$ cat src/smr_pkg.sv
package smr_pkg;

    // Register map, byte addresses on the AXI4-Lite slave
    localparam logic [7:0] SMR_OFS_BRK_EXIT  = 8'h00;
    localparam logic [7:0] SMR_OFS_RST_CAUSE = 8'h04;
    localparam logic [7:0] SMR_OFS_BRK_CLR   = 8'h08;
    localparam logic [7:0] SMR_ADDR_WORD_MSK = 8'hFC;
    localparam int         SMR_ADDR_W        = 8;
    localparam int         SMR_DATA_W        = 32;

    // Field positions
    localparam int SMR_BIT_BRK_EXIT  = 0;
    localparam int SMR_BIT_CLR_EN    = 0;
    localparam int SMR_RC_W          = 6;
    localparam int SMR_RC_UV         = 0;
    localparam int SMR_RC_BADFETCH   = 1;
    localparam int SMR_RC_BADOP      = 2;
    localparam int SMR_RC_WDOG       = 3;
    localparam int SMR_RC_PIN        = 4;
    localparam int SMR_RC_POR        = 5;

    // Reset values
    localparam logic [SMR_RC_W-1:0] SMR_RC_POR_VAL = 6'h20;
    localparam logic                SMR_CLR_EN_RST = 1'h0;

    // Bus answers
    localparam logic [1:0] SMR_RESP_OKAY   = 2'h0;
    localparam logic [1:0] SMR_RESP_SLVERR = 2'h2;

    // Recovery timing, in crystal clock cycles
    localparam int SMR_CNT_W         = 12;
    localparam int SMR_LONG_REC_CYC  = 4096;
    localparam int SMR_SHORT_REC_CYC = 32;

    typedef enum logic [1:0] {
        SMR_RUN,
        SMR_HALT,
        SMR_RECOVER,
        SMR_RESUME
    } smr_state_e;

endpackage : smr_pkg

$ cat src/smr_top.sv
// What this block does
// - Halt entry clears counter, stops system clocks
// - Interrupt, reset or break ends halt mode
// - No interrupt stacking before recovery delay ends
// - Halt disables bus and crystal clock outputs
// - Recovery 4096 cycles, or 32 when short
// - Break exiting halt or idle sets flag
// - Counter held cleared until recovery, then counts
// - Writing zero or any reset clears flag
// - Exactly three registers are mapped
// - Six reset cause flags, cleared by read
// - Power-on sets its flag, clears others
// - Reset pin sets external reset flag
// - Watchdog reset sets watchdog flag
// - Illegal opcode reset sets its flag
// - Illegal fetch address reset sets its flag
// - Undervoltage reset sets its flag
// - Break state clearing in other modules allowed only when enabled
// - Twelve bit counter on falling clock edge
// - Two-step clears stay protected during break
// - Flags cleared in break stay cleared
//
// Chosen here: the AXI4-Lite interface to the registers and the register addresses.
`timescale 1ns/1ns
module smr_top
    import smr_pkg::*;
#(
    parameter int LONG_REC  = SMR_LONG_REC_CYC,
    parameter int SHORT_REC = SMR_SHORT_REC_CYC
)(
    input  wire logic                  CLK,
    input  wire logic                  RST_B,
    input  wire logic [SMR_ADDR_W-1:0] AWADDR,
    input  wire logic                  AWVALID,
    output logic                       AWREADY,
    input  wire logic [SMR_DATA_W-1:0] WDATA,
    input  wire logic [3:0]            WSTRB,
    input  wire logic                  WVALID,
    output logic                       WREADY,
    output logic [1:0]                 BRESP,
    output logic                       BVALID,
    input  wire logic                  BREADY,
    input  wire logic [SMR_ADDR_W-1:0] ARADDR,
    input  wire logic                  ARVALID,
    output logic                       ARREADY,
    output logic [SMR_DATA_W-1:0]      RDATA,
    output logic [1:0]                 RRESP,
    output logic                       RVALID,
    input  wire logic                  RREADY,
    input  wire logic                  STOP_REQ,
    input  wire logic                  WAIT_ACTIVE,
    input  wire logic                  MOD_IRQ,
    input  wire logic                  BREAK_REQ,
    input  wire logic                  BREAK_STATE,
    input  wire logic                  SHORT_RECOVERY_SELECT,
    input  wire logic                  RESET_PIN_B,
    input  wire logic                  WDOG_RESET,
    input  wire logic                  BAD_OPCODE_RESET,
    input  wire logic                  BAD_FETCH_RESET,
    input  wire logic                  UNDERVOLT_RESET,
    output logic                       BUS_CLOCK_OUTPUT_EN,
    output logic                       CRYSTAL_CLOCK_OUTPUT_EN,
    output logic                       EXC_START,
    output logic                       HALTED,
    output logic                       STATUS_CLEAR_OK
);

    if (LONG_REC > 2 ** SMR_CNT_W || SHORT_REC < 2 || SHORT_REC > LONG_REC) begin : g_bad_rec
        $error("smr_top: recovery counts out of range for the counter");
    end

    localparam logic [SMR_CNT_W-1:0] LONG_LIM  = SMR_CNT_W'(LONG_REC - 1);
    localparam logic [SMR_CNT_W-1:0] SHORT_LIM = SMR_CNT_W'(SHORT_REC - 1);

    smr_state_e                  st_r;
    smr_state_e                  st_nxt;
    logic [SMR_CNT_W-1:0]        cnt_r;
    logic [SMR_CNT_W-1:0]        rec_cyc_r;
    logic                        short_r;
    logic                        cnt_done;
    logic                        wake;
    logic [1:0]                  pin_sync_r;
    logic                        pin_low_r;
    logic                        pin_evt;
    logic [SMR_RC_W-1:0]         cause_vec;
    logic                        sys_rst_evt;
    logic [SMR_RC_W-1:0]         rc_r;
    logic                        brk_flag_r;
    logic                        clr_en_r;
    logic                        brk_set;
    logic                        brk_wr0;
    logic                        aw_have_r;
    logic                        w_have_r;
    logic [SMR_ADDR_W-1:0]       aw_addr_r;
    logic [SMR_DATA_W-1:0]       w_data_r;
    logic [3:0]                  w_strb_r;
    logic                        wr_do;
    logic [SMR_ADDR_W-1:0]       wr_word;
    logic [SMR_ADDR_W-1:0]       rd_word;
    logic                        rd_hs;
    logic                        rc_rd_clr;
    logic                        awready_r;
    logic                        wready_r;
    logic                        bvalid_r;
    logic [1:0]                  bresp_r;
    logic                        arready_r;
    logic                        rvalid_r;
    logic [SMR_DATA_W-1:0]       rdata_r;
    logic [1:0]                  rresp_r;
    logic                        bus_en_r;
    logic                        xtal_en_r;
    logic                        exc_start_r;
    logic                        halted_r;
    logic                        clr_ok_r;

    // Reset pin synchroniser and falling edge
    always_ff @(posedge CLK or negedge RST_B) begin
        if (!RST_B) begin
            pin_sync_r <= 2'h3;
            pin_low_r  <= 1'h0;
        end else begin
            pin_sync_r <= {pin_sync_r[0], RESET_PIN_B};
            pin_low_r  <= !pin_sync_r[1];
        end
    end

    assign pin_evt = !pin_sync_r[1] && !pin_low_r;

    always_comb begin
        cause_vec                  = '0;
        cause_vec[SMR_RC_PIN]      = pin_evt;
        cause_vec[SMR_RC_WDOG]     = WDOG_RESET;
        cause_vec[SMR_RC_BADOP]    = BAD_OPCODE_RESET;
        cause_vec[SMR_RC_BADFETCH] = BAD_FETCH_RESET;
        cause_vec[SMR_RC_UV]       = UNDERVOLT_RESET;
    end

    assign sys_rst_evt = |cause_vec;
    assign wake        = MOD_IRQ || BREAK_REQ || sys_rst_evt;
    assign cnt_done    = cnt_r == (short_r ? SHORT_LIM : LONG_LIM);

    // Halt state machine
    always_comb begin
        st_nxt = st_r;
        unique case (st_r)
            SMR_RUN: begin
                if (STOP_REQ && !sys_rst_evt) begin
                    st_nxt = SMR_HALT;
                end
            end
            SMR_HALT: begin
                if (wake) begin
                    st_nxt = SMR_RECOVER;
                end
            end
            SMR_RECOVER: begin
                if (cnt_done) begin
                    st_nxt = SMR_RESUME;
                end
            end
            SMR_RESUME: begin
                st_nxt = SMR_RUN;
            end
        endcase
    end

    always_ff @(posedge CLK or negedge RST_B) begin
        if (!RST_B) begin
            st_r <= SMR_RUN;
        end else begin
            st_r <= st_nxt;
        end
    end

    // Recovery length option sampled at wake
    always_ff @(posedge CLK or negedge RST_B) begin
        if (!RST_B) begin
            short_r <= 1'h0;
        end else if (st_r == SMR_HALT && wake) begin
            short_r <= SHORT_RECOVERY_SELECT;
        end
    end

    // Recovery counter on the falling edge
    always_ff @(negedge CLK or negedge RST_B) begin
        if (!RST_B) begin
            cnt_r <= '0;
        end else if (st_r != SMR_RECOVER) begin
            cnt_r <= '0;
        end else if (!cnt_done) begin
            cnt_r <= cnt_r + 1'b1;
        end
    end

    // Clock gating and CPU start
    always_ff @(posedge CLK or negedge RST_B) begin
        if (!RST_B) begin
            bus_en_r    <= 1'h1;
            xtal_en_r   <= 1'h1;
            exc_start_r <= 1'h0;
            halted_r    <= 1'h0;
        end else begin
            bus_en_r    <= st_nxt == SMR_RUN || st_nxt == SMR_RESUME;
            xtal_en_r   <= st_nxt != SMR_HALT;
            exc_start_r <= st_r == SMR_RESUME;
            halted_r    <= st_nxt == SMR_HALT;
        end
    end

    // Break exit flag
    assign brk_set = BREAK_REQ && (st_r == SMR_HALT || WAIT_ACTIVE);
    assign brk_wr0 = wr_do && wr_word == SMR_OFS_BRK_EXIT && w_strb_r[0] && !w_data_r[SMR_BIT_BRK_EXIT];

    always_ff @(posedge CLK or negedge RST_B) begin
        if (!RST_B) begin
            brk_flag_r <= 1'h0;
        end else if (brk_set) begin
            brk_flag_r <= 1'h1;
        end else if (brk_wr0 || sys_rst_evt) begin
            brk_flag_r <= 1'h0;
        end
    end

    // Reset cause flags
    always_ff @(posedge CLK or negedge RST_B) begin
        if (!RST_B) begin
            rc_r <= SMR_RC_POR_VAL;
        end else if (sys_rst_evt) begin
            rc_r <= cause_vec;
        end else if (rc_rd_clr) begin
            rc_r <= '0;
        end
    end

    // Break clear control
    always_ff @(posedge CLK or negedge RST_B) begin
        if (!RST_B) begin
            clr_en_r <= SMR_CLR_EN_RST;
        end else if (wr_do && wr_word == SMR_OFS_BRK_CLR && w_strb_r[0]) begin
            clr_en_r <= w_data_r[SMR_BIT_CLR_EN];
        end
    end

    // Clear permission for other modules, no memory of earlier steps
    always_ff @(posedge CLK or negedge RST_B) begin
        if (!RST_B) begin
            clr_ok_r <= 1'h1;
        end else begin
            clr_ok_r <= !BREAK_STATE || clr_en_r;
        end
    end

    // AXI4-Lite write path
    assign wr_do   = aw_have_r && w_have_r && !bvalid_r;
    assign wr_word = aw_addr_r & SMR_ADDR_WORD_MSK;

    always_ff @(posedge CLK or negedge RST_B) begin
        if (!RST_B) begin
            aw_have_r <= 1'h0;
            aw_addr_r <= '0;
            awready_r <= 1'h1;
        end else if (AWVALID && awready_r) begin
            aw_have_r <= 1'h1;
            aw_addr_r <= AWADDR;
            awready_r <= 1'h0;
        end else if (wr_do) begin
            aw_have_r <= 1'h0;
        end else if (bvalid_r && BREADY) begin
            awready_r <= 1'h1;
        end
    end

    always_ff @(posedge CLK or negedge RST_B) begin
        if (!RST_B) begin
            w_have_r <= 1'h0;
            w_data_r <= '0;
            w_strb_r <= '0;
            wready_r <= 1'h1;
        end else if (WVALID && wready_r) begin
            w_have_r <= 1'h1;
            w_data_r <= WDATA;
            w_strb_r <= WSTRB;
            wready_r <= 1'h0;
        end else if (wr_do) begin
            w_have_r <= 1'h0;
        end else if (bvalid_r && BREADY) begin
            wready_r <= 1'h1;
        end
    end

    always_ff @(posedge CLK or negedge RST_B) begin
        if (!RST_B) begin
            bvalid_r <= 1'h0;
            bresp_r  <= SMR_RESP_OKAY;
        end else if (wr_do) begin
            bvalid_r <= 1'h1;
            if (wr_word == SMR_OFS_BRK_EXIT || wr_word == SMR_OFS_RST_CAUSE || wr_word == SMR_OFS_BRK_CLR) begin
                bresp_r <= SMR_RESP_OKAY;
            end else begin
                bresp_r <= SMR_RESP_SLVERR;
            end
        end else if (bvalid_r && BREADY) begin
            bvalid_r <= 1'h0;
        end
    end

    // AXI4-Lite read path
    assign rd_hs     = ARVALID && arready_r;
    assign rd_word   = ARADDR & SMR_ADDR_WORD_MSK;
    assign rc_rd_clr = rd_hs && rd_word == SMR_OFS_RST_CAUSE;

    always_ff @(posedge CLK or negedge RST_B) begin
        if (!RST_B) begin
            arready_r <= 1'h1;
            rvalid_r  <= 1'h0;
            rdata_r   <= '0;
            rresp_r   <= SMR_RESP_OKAY;
        end else if (rd_hs) begin
            arready_r <= 1'h0;
            rvalid_r  <= 1'h1;
            rdata_r   <= '0;
            rresp_r   <= SMR_RESP_OKAY;
            unique case (rd_word)
                SMR_OFS_BRK_EXIT:  rdata_r[SMR_BIT_BRK_EXIT] <= brk_flag_r;
                SMR_OFS_RST_CAUSE: rdata_r[SMR_RC_W-1:0]     <= rc_r;
                SMR_OFS_BRK_CLR:   rdata_r[SMR_BIT_CLR_EN]   <= clr_en_r;
                default:           rresp_r                   <= SMR_RESP_SLVERR;
            endcase
        end else if (rvalid_r && RREADY) begin
            arready_r <= 1'h1;
            rvalid_r  <= 1'h0;
        end
    end

    // Recovery cycle count for checking
    always_ff @(posedge CLK or negedge RST_B) begin
        if (!RST_B) begin
            rec_cyc_r <= '0;
        end else if (st_r != SMR_RECOVER) begin
            rec_cyc_r <= '0;
        end else begin
            rec_cyc_r <= rec_cyc_r + 1'b1;
        end
    end

    assign AWREADY                 = awready_r;
    assign WREADY                  = wready_r;
    assign BVALID                  = bvalid_r;
    assign BRESP                   = bresp_r;
    assign ARREADY                 = arready_r;
    assign RVALID                  = rvalid_r;
    assign RDATA                   = rdata_r;
    assign RRESP                   = rresp_r;
    assign BUS_CLOCK_OUTPUT_EN     = bus_en_r;
    assign CRYSTAL_CLOCK_OUTPUT_EN = xtal_en_r;
    assign EXC_START               = exc_start_r;
    assign HALTED                  = halted_r;
    assign STATUS_CLEAR_OK         = clr_ok_r;

    // Checks
    stop_entry_a: assert property (@(posedge CLK) disable iff (!RST_B)
        st_r == SMR_RUN && STOP_REQ && !sys_rst_evt |=> st_r == SMR_HALT && !BUS_CLOCK_OUTPUT_EN)
        else $error("halt not entered after stop request");
    halt_wake_a: assert property (@(posedge CLK) disable iff (!RST_B)
        st_r == SMR_HALT && (MOD_IRQ || BREAK_REQ || sys_rst_evt) |=> st_r == SMR_RECOVER)
        else $error("halt not left on wake event");
    halt_clocks_a: assert property (@(posedge CLK) disable iff (!RST_B)
        st_r == SMR_HALT |-> !BUS_CLOCK_OUTPUT_EN && !CRYSTAL_CLOCK_OUTPUT_EN)
        else $error("clock output enabled during halt");
    recover_len_a: assert property (@(posedge CLK) disable iff (!RST_B)
        st_r == SMR_RESUME |-> $past(rec_cyc_r) == (short_r ? SHORT_LIM : LONG_LIM) - 1'b1)
        else $error("recovery length differs from selected delay");
    early_start_a: assert property (@(posedge CLK) disable iff (!RST_B)
        EXC_START |-> $past(st_r) == SMR_RESUME && $past(st_r, 2) == SMR_RECOVER)
        else $error("processing started before recovery finished");
    bus_first_a: assert property (@(posedge CLK) disable iff (!RST_B)
        $rose(EXC_START) |-> BUS_CLOCK_OUTPUT_EN && $past(BUS_CLOCK_OUTPUT_EN))
        else $error("CPU started before bus clock returned");
    cnt_held_a: assert property (@(posedge CLK) disable iff (!RST_B)
        st_r != SMR_RECOVER && $past(st_r) != SMR_RECOVER |-> cnt_r == '0)
        else $error("recovery counter not held cleared");
    brk_flag_set_a: assert property (@(posedge CLK) disable iff (!RST_B)
        BREAK_REQ && (st_r == SMR_HALT || WAIT_ACTIVE) |=> brk_flag_r)
        else $error("break exit flag not set");
    brk_flag_clr_a: assert property (@(posedge CLK) disable iff (!RST_B)
        (brk_wr0 || sys_rst_evt) && !brk_set |=> !brk_flag_r)
        else $error("break exit flag not cleared");
    cause_read_a: assert property (@(posedge CLK) disable iff (!RST_B)
        rc_rd_clr && !sys_rst_evt |=> rc_r == '0 && RVALID)
        else $error("reset cause not cleared by read");
    cause_latch_a: assert property (@(posedge CLK) disable iff (!RST_B)
        sys_rst_evt |=> rc_r == $past(cause_vec) && !rc_r[SMR_RC_POR])
        else $error("reset cause not latched");
    wdog_cause_a: assert property (@(posedge CLK) disable iff (!RST_B)
        WDOG_RESET |=> rc_r[SMR_RC_WDOG])
        else $error("watchdog cause flag missing");
    clear_guard_a: assert property (@(posedge CLK) disable iff (!RST_B)
        BREAK_STATE && !clr_en_r |=> !STATUS_CLEAR_OK)
        else $error("clearing allowed in protected break state");

endmodule : smr_top

$ cat config.mk
export PLATFORM = sky130hd
export DESIGN_NAME = smr_top
export DESIGN_NICKNAME = d
export VERILOG_FILES = /design/src/smr_pkg.sv /design/src/smr_top.sv
export SDC_FILE = /design/constraint.sdc
export NUM_CORES = 1
export LEC_CHECK = 0
export BUFFER_PORTS_ARGS = -buffer_cell sky130_fd_sc_hd__buf_4
export CORE_MARGIN = 2
export CORE_UTILIZATION = 42
export DETAILED_ROUTE_END_ITERATION = 8
export GPL_TIMING_DRIVEN = 0
export PLACE_DENSITY = 0.77
export SKIP_LAST_GASP = 1
export SYNTH_ARGS = -nofsm -noshare
export SYNTH_HDL_FRONTEND = slang
export SYNTH_SLANG_ARGS = --single-unit
$ cat constraint.sdc
create_clock -name CLK -period 2.97 [get_ports CLK]
set_input_delay 0.594 -clock CLK [delete_from_list [all_inputs] [get_ports CLK]]
set_output_delay 0.594 -clock CLK [all_outputs]
set_load 0.03 [all_outputs]
==> flow_summary_export.csv, run 1 <==
group,metric,value,unit
status,status,"finished, violations left",
status,violations,"negative setup slack",
min_path,min_path_type,"input pin to async pin",
global_route,grt_pass1_wl,8020,um
worst_setup_path,r2r_slack,-0.26,ns
placed_design,dpl.hpwl,3370,um
global_route,grt_pass1_vias,1834,
worst_setup_path,endpoint,"BUS_CLOCK_OUTPUT_EN",
logic_synthesis,yosys-top-cells-area,"dfrtp_1, dfrtn_1, dfstp_2",
timing,setup_violations,12,
routing,vias_per_cell,4.77,
global_route,grt_max_degree,55,
worst_setup_path,cp_max_fo,5,
logic_synthesis,synthArstFlopShare,1.00,
worst_setup_path,r2r_end,"BUS_CLOCK_OUTPUT_EN",
routing,wl,5010,um
timing,rsz0062_at_grt,"yes",
logic_synthesis,yosysTopAreaCell,"dfrtp_1",
layout,multi_input_area,1030,um^2
logic_synthesis,syn_inst,218,
routing,first_pass_iters,4,
floorplanning,initial_utilization,0.442,
logic_synthesis,yosysMostFrequentCell,"dfrtp_1",
placed_design,placedCellCount,366,
logic_synthesis,synth-seq-cells,54,
timing,clock_skew,0.00697,ns
clock_tree,cts_buffers,5,
job,drv_cap,0,
layout,fin_nets,396,
layout,drive_above_1_share,0.429,
logic_synthesis,synth_seq_area_share,0.549,
routing,wl_per_cell,12.7,um
worst_setup_path,crit_required,3.21,ns
logic_synthesis,yosysTopAreaCellShare,0.333,
global_route,grt-ovfl-total,0,
pwr,p_per_area,547,nW/um^2
pwr,peakVddDrop,0.315,mV
floorplanning,rows,27,
clock_tree,cts.reportedPaths.clkPinSlew,0.10,ns
timing,final_hold_viol_count,0,
logic_synthesis,synth_flop_cell,"dfrtp_1",
layout,nFillCells,486,
timing,final.setup.tns,-1.15,ns
worst_setup_path,crit_type,"register to register",
logic_synthesis,synth_cell_type_count,45,
clock_tree,cts_max_path_buffers,2,
timing,fin_ws,-0.257,ns
floorplanning,die_height,80.8,um
logic_synthesis,syn_avg_cell_area,11.4,um^2
pwr,total_power,0.00185,W
layout,ff_latch_area,1360,um^2
floorplanning,die_w,80.8,um
timing,slew_headroom,0.559,
worst_setup_path,cp-startpoint,"cnt_r[5]",
floorplanning,ioPinCount,116,
placed_design,port-buffer-count,49,
clock_tree,cts.sinks,54,
routing,drc,0,
logic_synthesis,syn_area,2480,um^2
clock_tree,htreeDepth,2,
timing,tightest_slew,0.662,ns
worst_setup_path,critPathCaptureType,"register",
worst_setup_path,regToRegStartpoint,"cnt_r[5]",
clock_tree,root_buffer,"clkbuf_8",
floorplanning,dieArea,6540,um^2
global_route,grt_util_all_layers,0.157,
routing,vias,1888,
clock_tree,clk_latency,0.30,ns
layout,area_growth,36.6,%
layout,antenna_cells,0,
worst_setup_path,cp.arrival,3.47,ns
clock_tree,cts_tree,"done",
routing,antenna_left,0,
worst_setup_path,r2r_cells,8,
pwr,p_leak,1.67,nW
logic_synthesis,ys_warn_count,0,
routing,drt_iter0_markers,60,
logic_synthesis,synth_edf_count,0,
floorplanning,coreArea,5610,um^2
global_route,antenna_found_initial,0,
worst_setup_path,critPathLaunchType,"register",
layout,final_cells,396,
clock_tree,cts_hold_buf,0,
timing,drv_slew,0,
logic_synthesis,synthTopCellsByCount,"dfrtp_1, buf_4, nand2_1",
placed_design,place.gp.congestion,0.811,
[repair_timing]
action | CTS | global route
pin swaps | 9 | 2
gates resized for setup | 7 | 2
endpoints found under the setup margin | 9 | 13
gates cloned | 1 | 0
setup buffers | 14 | 7
[metal layers]
layer / track usage / share of wire
met1: 0.188 / 0.43
met2: 0.275 / 0.51
met3: 0.0389 / 0.055
met4: 0.0559 / 0.0094
met5: 0 / 0
[kinds of logic after synthesis]
| group | count (synthesis) | share of synthesized area |
|---|---|---|
| compound gates | 41 | 0.110 |
| xor+xnor | 4 | 0.0141 |
| fa+ha+maj | 3 | 0.0151 |
| buf+inv | 38 | 0.103 |
| flops | 54 | 0.549 |
| mux | 16 | 0.0696 |
| other cells | 1 | 0.00151 |
| simple gates | 61 | 0.136 |
[sequential cells by signal, indices dropped and copies added (netlist names), 2 cells and up]
signal / cells
pin_sync_r: 2
aw_addr_r: 6
RDATA: 6
rc_r: 6
cnt_r: 12
st_r: 2
[stage by stage]
step	hold WS, ns	cell area, um^2	worst slack (ns)	utilization
6_report	0.300	3390	-0.257	0.604
3_3_place_gp	0.348	3060	-0.260	0.546
3_5_place_dp	0.352	3060	-0.272	0.546
5_1_grt	0.360	3390	-0.318	0.604
4_1_cts	0.332	3330	-0.117	0.593
2_1_floorplan	0.298	2600	-0.103	-
[layout make-up]
type | count | share of cell area
clock buffers | 5 | 0.0203
well taps | 72 | 0.0266
flip-flops and latches | 54 | 0.402
inverters | 7 | 0.00775
multi-input cells | 153 | 0.305
repair buffers | 71 | 0.157
clock inverters | 3 | 0.0133
plain buffers | 31 | 0.0679
[power breakdown]
part / switching [W] / internal [W] / leakage, nW
registers: 0.0000763 / 0.000859 / 0.680
clock network: 0.000239 / 0.000251 / 0.0504
logic: 0.000228 / 0.000199 / 0.940
total: 0.000543 / 0.00131 / 1.67
[critical path, stage by stage (launching register included)]
cell	delay, ns
dfrtn_1	0.36
buf_4	0.15
nor4_1	0.24
nand2_1	0.17
a21oi_4	0.19
buf_6	0.15
nand2_4	0.06
o31ai_4	0.08
ha_1	0.27
[cell usage in the layout (no fill, tap or decap), types with 3 or more instances in the layout]
cell type and instances:
a21o_1 5, a21oi_1 6, a22o_1 5, buf_4 98, clkbuf_8 5, conb_1 28
dfrtn_1 12, dfrtp_1 33, dfstp_2 9, inv_1 6, mux2_2 8, mux2i_1 6
nand2_1 17, nand4_1 4, nor2_1 12, nor2b_1 4, nor4_1 4, o21ai_0 10
o31ai_1 4, or4_1 3, xor2_1 4
[worst min-delay path by stage]
| stage | startpoint | end | cells after the start |
|---|---|---|---|
| 6_report | RST_B | short_r | 1 |
| 5_1_grt | RST_B | short_r | 1 |
| 4_1_cts | RST_B | short_r | 1 |
| 3_5_place_dp | pin_sync_r[0] | pin_sync_r[1] | 0 |
| 3_3_place_gp | pin_sync_r[0] | pin_sync_r[1] | 0 |
| 2_1_floorplan | RST_B | BRESP[1] | 0 |
Note: power is estimated with default switching activity, not from simulation.
==> run 2: changes to the inputs <==
Settings changed: BUFFER_PORTS_ARGS -buffer_cell sky130_fd_sc_hd__buf_4 to unset, CELL_PAD_IN_SITES_DETAIL_PLACEMENT set to 0, CELL_PAD_IN_SITES_GLOBAL_PLACEMENT set to 2, CORE_UTILIZATION 42 to 40, DONT_BUFFER_PORTS set to 1, PLACE_DENSITY 0.77 to 0.87.
==> run 2 against run 1 <==
Largest cell class unchanged; sequential share of layout area grew 4.2 points; highest routed layer unchanged; the flow still finishes with violations (negative setup slack); clock skew is essentially flat; final cell count shrank 12%.
==> flow_summary_export.csv, run 2 (same netlist as run 1, synthesis figures left out) <==
group,metric,value,unit
status,status,"finished, violations left",
status,violations,"negative setup slack",
clock_tree,cts_max_path_buffers,2,
layout,layout_common_cells,"buf_4, dfrtp_1, conb_1",
layout,nFillCells,532,
routing,antenna_left,0,
timing,tightest_slew,0.546,ns
pwr,peakVddDrop,0.298,mV
floorplanning,dieArea,6850,um^2
layout,drive_above_1_share,0.348,
placed_design,post-place-ws,-0.271,ns
job,drv_cap,0,
floorplanning,initial_utilization,0.416,
pwr,total_power,0.00178,W
timing,final.setup.tns,-1.06,ns
worst_setup_path,cp_max_fo,6,
worst_setup_path,critPathMaxStageDelay,0.44,ns
clock_tree,cts_tree,"done",
floorplanning,rows,28,
timing,slew_headroom,0.636,
placed_design,place.gp.congestion,0.700,
global_route,antenna_found_initial,0,
pwr,p_per_area,580,nW/um^2
worst_setup_path,r2r_end,"BUS_CLOCK_OUTPUT_EN",
layout,antenna_cells,0,
layout,regMostFlops,"cnt_r",
clock_tree,htreeDepth,2,
timing,drv_slew,0,
routing,drc,0,
worst_setup_path,crit_slowest_cell,"dfrtn_1",
clock_tree,cts.sinks,54,
routing,first_pass_iters,4,
layout,utilization,0.516,
global_route,grt_pass1_wl,7780,um
floorplanning,die_height,82.7,um
clock_tree,cts_buffers,5,
global_route,grt_pass1_vias,1661,
worst_setup_path,r2r_slack,-0.24,ns
worst_setup_path,cp.arrival,3.45,ns
routing,vias_per_cell,4.95,
placed_design,port-buffer-count,0,
layout,fin_nets,345,
global_route,grt_max_degree,34,
timing,fin_ws,-0.236,ns
min_path,min_path_type,"input pin to async pin",
clock_tree,cts.reportedPaths.clkPinSlew,0.10,ns
worst_setup_path,critPathLaunchType,"register",
layout,largest_reg_flops,12,
clock_tree,root_buffer,"clkbuf_8",
routing,vias,1721,
worst_setup_path,r2r_cells,7,
global_route,grt-ovfl-total,0,
routing,wl,5230,um
timing,rsz0062_at_grt,"yes",
worst_setup_path,critPathCaptureType,"register",
timing,final_hold_viol_count,0,
floorplanning,die_w,82.7,um
worst_setup_path,regToRegStartpoint,"cnt_r[7]",
floorplanning,coreArea,5960,um^2
worst_setup_path,path_cells,"nor4_2, nand2_2, a21oi_4, buf_6, nand2_4, o31ai_4, ha_1",
layout,area_growth,23.8,%
layout,final_common_cell,"buf_4",
worst_setup_path,crit_required,3.22,ns
placed_design,dpl.hpwl,3350,um
routing,wl_per_cell,15.0,um
global_route,grt_util_all_layers,0.154,
floorplanning,ioPinCount,116,
pwr,p_leak,1.44,nW
worst_setup_path,crit_type,"register to register",
timing,setup_violations,10,
routing,drt_iter0_markers,39,
clock_tree,clk_latency,0.31,ns
timing,clock_skew,0.00683,ns
## run 2: cell types whose count changed in the layout (fill, tap and decap cells not counted), moves of 2 or more
cell / before / now
buf_4: 98 / 46
a21oi_1: 6 / 4
a21oi_2: 0 / 2
clkinvlp_4: 2 / 0
or4_1: 3 / 1
or4_4: 0 / 2
## run 2: repair_timing
| action | CTS | global route |
|---|---|---|
| pin swaps | 6 | 4 |
| setup endpoints to repair | 9 | 15 |
| gates resized for setup | 4 | 14 |
| gates cloned | 1 | 0 |
| buffers inserted | 19 | 1 |
| endpoints found under the hold margin | 33 | 0 |
| hold buffers | 1 | 0 |
## run 2: stage by stage
stage          std cells  cell area (um^2)  hold WS [ns]
2_1_floorplan        245              2600         0.298
3_3_place_gp         320              2700         0.301
3_5_place_dp         320              2700         0.301
4_1_cts              349              3000         0.106
5_1_grt              348              3070        0.0884
6_report             348              3070         0.110
## run 2: worst max path at each step
stage	end	slack (ns)	start
2_1_floorplan	BUS_CLOCK_OUTPUT_EN	-0.10	cnt_r[5]
3_3_place_gp	BUS_CLOCK_OUTPUT_EN	-0.30	cnt_r[10]
3_5_place_dp	BUS_CLOCK_OUTPUT_EN	-0.27	cnt_r[10]
4_1_cts	BUS_CLOCK_OUTPUT_EN	-0.1	cnt_r[11]
5_1_grt	BUS_CLOCK_OUTPUT_EN	-0.33	cnt_r[7]
6_report	BUS_CLOCK_OUTPUT_EN	-0.24	cnt_r[7]
## run 2: cell type report
type	count	area, um^2	area share
sequential	54	1360	0.444
multi-input combinational	153	1080	0.353
buffer	31	230	0.0750
timing repair buffer	20	160	0.0522
tap	75	93.8	0.0306
clock buffer	5	68.8	0.0224
clock inverter	3	43.8	0.0143
inverter	7	26.3	0.00856
## run 2: power by group
part	internal, W	leakage (nW)	switching (W)	total [W]
clock	0.000253	0.0585	0.000250	0.000503
combinational	0.000131	0.703	0.000141	0.000272
sequential	0.000860	0.680	0.000147	0.00101
## run 2: worst max-delay path: cells and delay by family (launching register included)
family	cells	cell delay (ns)
AND/OR/NAND/NOR	3	0.56
adder cells (fa/ha/maj)	1	0.26
flip-flops	1	0.44
AO/OA/AOI/OAI	2	0.25
buffers and inverters	1	0.15
## run 2: routing by layer
| metal | global-route usage | vias up | wire [um] |
|---|---|---|---|
| met5 | 0 | - | 0 |
| met2 | 0.258 | 65 | 2550 |
| met4 | 0.0574 | 0 | 90 |
| met1 | 0.181 | 827 | 2100 |
| li1 | - | 821 | - |
| met3 | 0.0565 | 8 | 490 |
